===== src/tesw_defines.svh =====
// Constants for the tape extended status word block.
// Assumes inclusion by bare name from the design files.
`ifndef TESW_DEFINES_SVH
`define TESW_DEFINES_SVH

// ****************************************************
// Message buffer word positions (zero based)
// ****************************************************
`define TESW_MSG_WORD_ONE      3'h4
`define TESW_MSG_WORD_TWO      3'h5

// ****************************************************
// Field positions of word one
// ****************************************************
`define TESW_W1_LATE_BIT       15
`define TESW_W1_SOFT_BIT       13
`define TESW_W1_PARITY_BIT     8
`define TESW_W1_HARD_BIT       1

// ****************************************************
// Field positions of word two
// ****************************************************
`define TESW_W2_MOVING_BIT     15
`define TESW_W2_CLKFAIL_BIT    10
`define TESW_W2_REV_MSB        7
`define TESW_W2_UNIT_MSB       2

// ****************************************************
// Completion classes, reset values and FIFO depth
// ****************************************************
`define TESW_CLASS_SUCCESS     3'h0
`define TESW_CLASS_SOFT_WRITE  3'h4
`define TESW_WORD_RESET        16'h0000
`define TESW_FIFO_DEPTH        16

// ****************************************************
// Write clock failure watchdog, in clock cycles
// ****************************************************
`define TESW_CLKFAIL_CYCLES    1024

`endif


===== src/tesw_pkg.sv =====
// Types shared by the tape extended status word block.
// Assumes tesw_defines.svh is on the include path.
package tesw_pkg;

  typedef enum logic [1:0] {
    TESW_OP_IDLE  = 2'b00,
    TESW_OP_READ  = 2'b01,
    TESW_OP_WRITE = 2'b10,
    TESW_OP_OTHER = 2'b11
  } tesw_op_e;

  // Per-cycle events from the formatter bus side
  typedef struct packed {
    logic byte_offered;
    logic byte_requested;
    logic soft_error;
    logic hard_error;
    logic parity_error;
    logic parity_seen_by_drive;
  } tesw_xport_s;

  // Error flags of word one
  typedef struct packed {
    logic data_late_flag;
    logic soft_data_error_flag;
    logic transport_bus_parity_flag;
    logic hard_data_error_flag;
  } tesw_err_s;

endpackage : tesw_pkg


===== src/tesw_status.sv =====
// Builds the two extended status words returned in the message buffer.
// Assumes transport strobes and host strobes are synchronous to clk.
// How it works
// - Word one is returned as the fifth message buffer word on completion or attention.
// - Data late is set when a read byte is offered while the FIFO is full.
// - Data late is also set when a write byte is requested while the FIFO is empty.
// - Bit 13 is set on a correctable data error during a read or write.
// - With the correctable flag set, a write completes in class 4 and a read in class 0.
// - Bit 8 is set on a transport read bus parity error during a read or write.
// - If the drive also saw that parity error, the hard error bit is set too.
// - Bit 1 is set whenever the drive asserts hard error during a read or write.
// - All unused bits of both words read as zero.
// - Word two is returned as the sixth message buffer word on completion or attention.
// - Bit 15 of word two shows an operation in progress with tape moving.
// - Bit 10 of word two is set when the drive stops draining the FIFO during a write.
// - Write characteristics reports the firmware revision in bits 7-0 of word two.
// - Other commands report the selected unit number in bits 2-0 of word two.
`include "tesw_defines.svh"

module tesw_status #(
  parameter logic [7:0] FW_REVISION    = 8'h01, // Arbitrary value
  parameter int         FIFO_DEPTH     = `TESW_FIFO_DEPTH,
  parameter int         CLKFAIL_CYCLES = `TESW_CLKFAIL_CYCLES
) (
  input  wire logic                  clk,
  input  wire logic                  srst,
  // Command acceptance
  input  wire logic                  cmd_accept,
  input  wire tesw_pkg::tesw_op_e    cmd_op,
  input  wire logic                  cmd_write_char,
  input  wire logic [2:0]            cmd_unit,
  // Transport side
  input  wire tesw_pkg::tesw_xport_s xport,
  input  wire logic                  tape_moving,
  input  wire logic                  op_done,
  // Controller side of the FIFO
  input  wire logic                  ctl_fifo_push,
  input  wire logic                  ctl_fifo_pop,
  output logic                       fifo_full,
  output logic                       fifo_empty,
  // Message buffer word port
  input  wire logic                  attention_event,
  input  wire logic [2:0]            msg_word_index,
  output logic [15:0]                msg_word_data,
  output logic                       msg_word_valid,
  output logic [15:0]                extended_status_word_one,
  output logic [15:0]                extended_status_word_two,
  output logic [2:0]                 completion_class,
  output logic                       report_pulse
);

  // ****************************************************
  // Command context
  // ****************************************************
  tesw_pkg::tesw_op_e op_q;
  logic               wchar_q;
  logic [2:0]         unit_q;
  wire                op_read  = (op_q == tesw_pkg::TESW_OP_READ);
  wire                op_write = (op_q == tesw_pkg::TESW_OP_WRITE);
  wire                op_rw    = op_read || op_write;

  always_ff @(posedge clk) begin
    if (srst) begin
      op_q    <= tesw_pkg::TESW_OP_IDLE;
      wchar_q <= 1'b0;
      unit_q  <= 3'h0;
    end else if (cmd_accept) begin
      op_q    <= cmd_op;
      wchar_q <= cmd_write_char;
      unit_q  <= cmd_unit;
    end
  end

  // ****************************************************
  // FIFO occupancy
  // ****************************************************
  localparam int LW = $clog2(FIFO_DEPTH + 1);
  logic [LW-1:0] fifo_level;
  wire push = (op_read && xport.byte_offered) || (op_write && ctl_fifo_push);
  wire pop  = (op_write && xport.byte_requested) || (op_read && ctl_fifo_pop);

  tesw_fifo_level #(
    .DEPTH (FIFO_DEPTH)
  ) u_level (
    .clk   (clk),
    .srst  (srst),
    .push  (push),
    .pop   (pop),
    .full  (fifo_full),
    .empty (fifo_empty),
    .level (fifo_level)
  );

  // ****************************************************
  // Error event decode
  // ****************************************************
  wire late_rd   = op_read && xport.byte_offered && fifo_full;
  wire late_wr   = op_write && xport.byte_requested && fifo_empty;
  wire soft_ev   = op_rw && xport.soft_error;
  wire parity_ev = op_rw && xport.parity_error;
  wire hard_ev   = op_rw && (xport.hard_error
                   || (xport.parity_error && xport.parity_seen_by_drive));

  tesw_pkg::tesw_err_s err_q;
  tesw_pkg::tesw_err_s err_d;

  // New events win over the clear at command acceptance
  always_comb begin
    err_d = cmd_accept ? '0 : err_q;
    if (late_rd || late_wr) begin
      err_d.data_late_flag = 1'b1;
    end
    if (soft_ev) begin
      err_d.soft_data_error_flag = 1'b1;
    end
    if (parity_ev) begin
      err_d.transport_bus_parity_flag = 1'b1;
    end
    if (hard_ev) begin
      err_d.hard_data_error_flag = 1'b1;
    end
  end

  always_ff @(posedge clk) begin
    if (srst) begin
      err_q <= '0;
    end else begin
      err_q <= err_d;
    end
  end

  // ****************************************************
  // Write clock failure watchdog
  // ****************************************************
  localparam int CW = $clog2(CLKFAIL_CYCLES + 1);
  logic [CW-1:0] stall_q;
  logic          clkfail_q;
  wire           stalled = op_write && !fifo_empty && !xport.byte_requested;
  wire           stall_hit = (stall_q == CW'(CLKFAIL_CYCLES));

  always_ff @(posedge clk) begin
    if (srst || cmd_accept || !stalled) begin
      stall_q <= '0;
    end else if (!stall_hit) begin
      stall_q <= stall_q + CW'(1);
    end
  end

  always_ff @(posedge clk) begin
    if (srst) begin
      clkfail_q <= 1'b0;
    end else if (stalled && stall_hit) begin
      clkfail_q <= 1'b1;
    end else if (cmd_accept) begin
      clkfail_q <= 1'b0;
    end
  end

  // ****************************************************
  // Word assembly
  // ****************************************************
  logic [15:0] word_one;
  logic [15:0] word_two;
  logic [7:0]  low_field;

  assign low_field = wchar_q ? FW_REVISION
                             : {5'h00, unit_q};

  always_comb begin
    word_one = `TESW_WORD_RESET;
    word_one[`TESW_W1_LATE_BIT]   = err_q.data_late_flag;
    word_one[`TESW_W1_SOFT_BIT]   = err_q.soft_data_error_flag;
    word_one[`TESW_W1_PARITY_BIT] = err_q.transport_bus_parity_flag;
    word_one[`TESW_W1_HARD_BIT]   = err_q.hard_data_error_flag;
  end

  always_comb begin
    word_two = `TESW_WORD_RESET;
    word_two[`TESW_W2_MOVING_BIT]  = tape_moving && (op_q != tesw_pkg::TESW_OP_IDLE);
    word_two[`TESW_W2_CLKFAIL_BIT] = clkfail_q;
    word_two[`TESW_W2_REV_MSB:0]   = low_field;
  end

  // ****************************************************
  // Snapshot on completion or attention
  // ****************************************************
  wire         report = op_done || attention_event;
  wire [2:0]   class_d = (op_write && err_q.soft_data_error_flag)
                         ? `TESW_CLASS_SOFT_WRITE : `TESW_CLASS_SUCCESS;
  logic [15:0] snap_one_q;
  logic [15:0] snap_two_q;
  logic [2:0]  class_q;
  logic        report_q;

  always_ff @(posedge clk) begin
    if (srst) begin
      snap_one_q <= `TESW_WORD_RESET;
      snap_two_q <= `TESW_WORD_RESET;
      class_q    <= `TESW_CLASS_SUCCESS;
      report_q   <= 1'b0;
    end else begin
      report_q <= report;
      if (report) begin
        snap_one_q <= word_one;
        snap_two_q <= word_two;
        class_q    <= class_d;
      end
    end
  end

  assign extended_status_word_one = snap_one_q;
  assign extended_status_word_two = snap_two_q;
  assign completion_class         = class_q;
  assign report_pulse             = report_q;

  // ****************************************************
  // Message buffer word selection
  // ****************************************************
  wire sel_one = (msg_word_index == `TESW_MSG_WORD_ONE);
  wire sel_two = (msg_word_index == `TESW_MSG_WORD_TWO);

  assign msg_word_valid = sel_one || sel_two;
  assign msg_word_data  = sel_one ? snap_one_q
                        : sel_two ? snap_two_q : `TESW_WORD_RESET;

endmodule : tesw_status


===== src/tesw_fifo_level.sv =====
// Occupancy tracker of the internal transfer FIFO.
// Assumes push and pop strobes are synchronous to clk.
`include "tesw_defines.svh"

module tesw_fifo_level #(
  parameter int DEPTH = `TESW_FIFO_DEPTH
) (
  input  wire logic                       clk,
  input  wire logic                       srst,
  input  wire logic                       push,
  input  wire logic                       pop,
  output logic                            full,
  output logic                            empty,
  output logic [$clog2(DEPTH+1)-1:0]      level
);
  localparam int LW = $clog2(DEPTH + 1);

  logic [LW-1:0] level_q;
  logic [LW-1:0] level_d;
  wire           do_push = push && (level_q != LW'(DEPTH));
  wire           do_pop  = pop && (level_q != '0);

  assign level_d = level_q + LW'(do_push) - LW'(do_pop);
  assign full    = (level_q == LW'(DEPTH));
  assign empty   = (level_q == '0);
  assign level   = level_q;

  always_ff @(posedge clk) begin
    if (srst) begin
      level_q <= '0;
    end else begin
      level_q <= level_d;
    end
  end

endmodule : tesw_fifo_level


===== config.mk =====
export PLATFORM = sky130hd
export DESIGN_NAME = tesw_status
export DESIGN_NICKNAME = d
export VERILOG_FILES = /design/src/tesw_pkg.sv /design/src/tesw_status.sv /design/src/tesw_fifo_level.sv
export VERILOG_INCLUDE_DIRS = /design/src
export SDC_FILE = /design/constraint.sdc
export NUM_CORES = 1
export LEC_CHECK = 0
export ABC_AREA = 0
export ABC_CLOCK_PERIOD_IN_PS = 6750
export BUFFER_PORTS_ARGS = -buffer_cell sky130_fd_sc_hd__buf_2
export CORE_MARGIN = 4
export CORE_UTILIZATION = 30
export CTS_BUF_LIST = sky130_fd_sc_hd__clkbuf_16
export CTS_CLUSTER_SIZE = 8
export DETAILED_ROUTE_END_ITERATION = 16
export PLACE_DENSITY = 0.62
export SYNTH_ARGS = -nofsm -noshare
export SYNTH_HDL_FRONTEND = slang
export SYNTH_SLANG_ARGS = --single-unit

===== constraint.sdc =====
create_clock -name clk -period 6.75 [get_ports clk]
set_input_delay 0.3375 -clock clk [delete_from_list [all_inputs] [get_ports clk]]
set_output_delay 0.3375 -clock clk [all_outputs]
set_load 0.02 [all_outputs]

==> summary.md <==
| Metric | Value |
|---|---|
| Antenna violations before repair | 0 |
| Result of the run | finished clean |
| Total grt overflow | 0 |
| Clk network pwr share | 40.5% |
| Ports | 78 |
| Worst Max-Slew Pin Slew | 0.661 ns |
| Worst Hold Slack | 0.293 ns |
| Vias after detailed routing | around 1600 |
| Total inserted antenna cells | 0 |
| Worst path setup slack after routing | 4.24 ns |
| Clock slew at reported path FFs | 0.06 ns |
| Synthesized instance count | 240 |
| Port Buf Inserts | 43 |
| Final clock period utilization by the worst path | around 37% |
| Total power per unit cell area | between 300 and 400 nW/um^2 |
| Synth unique cells | 41 |
| Most instantiated flip-flop cell in the synthesis netlist | dfxtp_1 |
| Clock Tree Root | clkbuf_16 |
| Syn Std Cell Area | 2100 sq um |
| Number of enable-type register cells in the synthesized netlist | 0 |
| Starting utilization of the core area | a little under a third |
| Sw power | 211 uW |
| Count of warnings emitted by yosys | 0 |
| Post-synth top area share | roughly 36% |
| Most frequent standard cell in the layout excluding fill and tap cells | buf_2 |
| Post-route clock skew | 0.00455 ns |
| Max-cap violation count | 0 |
| Final worst path period need | 2.51 ns |
| Final routed DRC violation total | 0 |
| Pre-antenna DRT Iters | 4 |
| Number of DRC markers in iteration 0 | 61 |
| Static Leak | roughly 1.1 nW |
| Max-slew violation count | 0 |
| H-Tree Level Count | 2 |
| Most used cells in the layout excluding fill and tap cells | buf_2, dfxtp_1, conb_1, nor2_1, nand2_1 |
| Leading area contributor after synthesis | dfxtp_1 |
| Unrepaired setup endpoints after global routing | false |
| Worst-case headroom to the max-slew limit | 55.7% |
| Kind of capture point of the worst setup path | flop |
| Logic gate share of total power | between 20% and 30% |
| Setup violation total in the final timing report | 0 |
| Req. time, crit path | 6.89 ns |
| Worst-Skew Late Latency | between 0.2 and 0.3 ns |
| Async SR Flop Fraction | 0% |
| Final core utilization | 36.0% |
| Clock sink count | 38 |
| Sequential element share of the synthesized area | 36.2% |
| Number of buffers inserted during clock tree synthesis | 5 |
| Core region area | between 6000 and 7000 sq um |
| Chip width | roughly 92 um |
| Average wire per cell in the routed design | around 11 um |
| Placed wire-length estimate after detailed placement | 3.15 mm |
| # rows | 30 |
| Internal Pwr Total | ~530 uW |
| Max Clk Rate | 399 MHz |
| Flops & latches, synth | 38 |
| Pin count of the biggest net entering global routing | 29 |
| Post-detailed-route count of antenna-violating nets | 0 |
| Share of layout cells above drive strength 1 | a little over a fifth |
| Sort of element at the start of the critical path | flop |
| Area delta synth->final | 16.3% |
| Critical Path Fanout Max | 5 |
| Area of the die | 8410 sq um |
| Class of the tightest hold or removal check | in -> reg |
| Total Wirelength | 4.08 mm |
| Setup Buffers After CTS | 0 |
| Post-layout nets | 315 |
| Gpl congestion | 0.759 |
| Number of gates resized after CTS | 0 |
| Worst Path Arrival | 2.65 ns |
| Share of total power in sequential cells | 35.0% |
| Bufs on Longest Clock Path | 2 |
| Hold bufs inserted after CTS | 0 |
| Worst slack, placed | 4.24 ns |
| Syn_area_per_cell | around 9 sq um |
| Worst supply voltage drop on vdd | 164 uV |
| Final number of hold-violating endpoints | 0 |
| GRT Total Usage | 9.79% |
| Die height | 91.7 um |
| Global-route wire length before repair | 6.62 mm |
| Via/cell ratio | 4.17 |
| TritonCTS clock tree | yes |
| Vias in the first global route | 1480 |
| Total power consumption of the routed design | 738 uW |
| Total negative setup slack | 0 ns |
| Switching fraction of total power | 28.6% |
| Setup Crit Path Kind | reg -> reg |
| Cell types with the largest area share after synthesis | dfxtp_1, buf_4, ha_1, nor2_1, mux2i_1 |
[synthesized netlist by cell type, types with 4 or more instances]
library cell and number:
dfxtp_1 38, buf_4 34, nor2_1 28, nand2_1 19
inv_1 14, a21oi_1 13, ha_1 11, mux2i_1 9
nand3_1 7, xor2_1 6, a22oi_1 5, and3_1 5
clkbuf_1 5, nand3b_1 4, nor3_1 4, xnor2_1 4
[critical path, cell delays in order, from the launching register on]
cell and delay (ns):
dfxtp_1 0.31, inv_1 0.07, ha_1 0.18, nor4b_4 0.33, nor2_1 0.10, ha_1 0.28, inv_1 0.06, ha_1 0.15
inv_1 0.05, fa_1 0.37, nor2b_1 0.16, o21bai_1 0.10, a21oi_1 0.15, nor3b_1 0.06
[worst paths after layout]
kind,cells after the start,slack (ns),to,start
worst max-delay path,13,4.24,u_level.level[4],u_level.level[2]
worst min-delay path,3,0.29,unit_q[1],cmd_unit[1]
worst max register to register,13,4.24,u_level.level[4],u_level.level[2]
worst min register to register,2,0.46,completion_class[2],completion_class[2]
[cell families (layout without fill, tap and decap cells)]
logic type	Yosys count	count (layout)	synth area share [%]
multiplexers	9	9	4.29
buffers and inverters	57	65	17.0
adder cells (fa/ha/maj)	12	12	7.50
AO/OA/AOI/OAI	24	24	7.27
XOR/XNOR	10	10	4.17
AND/OR/NAND/NOR	89	89	23.3
flip-flops	38	38	36.2
other	1	34	0.179
[power groups by stage]
stage	registers [mW]	logic [mW]	clock network, mW
after CTS	0.258	0.183	0.304
after floorplan	0.263	0.154	0
after detailed placement	0.263	0.182	0
after global routing	0.261	0.204	0.317
after global placement	0.262	0.177	0
final	0.258	0.181	0.299
[metrics by stage]
stage | instance area, sq um | std cells
2_1_floorplan | 2220 | 273
5_1_grt | 2440 | 377
3_5_place_dp | 2250 | 369
6_report | 2440 | 377
4_1_cts | 2440 | 377
3_3_place_gp | 2250 | 369
[sequential cells by signal, summed over array words and instances (netlist names)]
signal	flops
err_q	4
unit_q	3
extended_status_word_two	5
extended_status_word_one	4
op_q	2
clkfail_q	1
completion_class	1
stall_q	11
u_level.level	5
wchar_q	1
report_pulse	1
[final cells by class]
cell class	count	area [sq um]
sequential	38	761
timing repair buffer	43	215
clock inverter	3	63.8
clock buffer	5	125
inverter	14	52.6
fill	689	4350
multi-input combinational	178	1110
tap	96	120
[routing by layer]
metal  up-vias  wire length, um  track usage [%]
li1        806                -                -
met1       708             1770             11.2
met2        53             1880             16.4
met3         5              361             3.61
met4         0               70             4.15
met5         -                0                0
No activity file was read; power rests on OpenSTA's default activity.
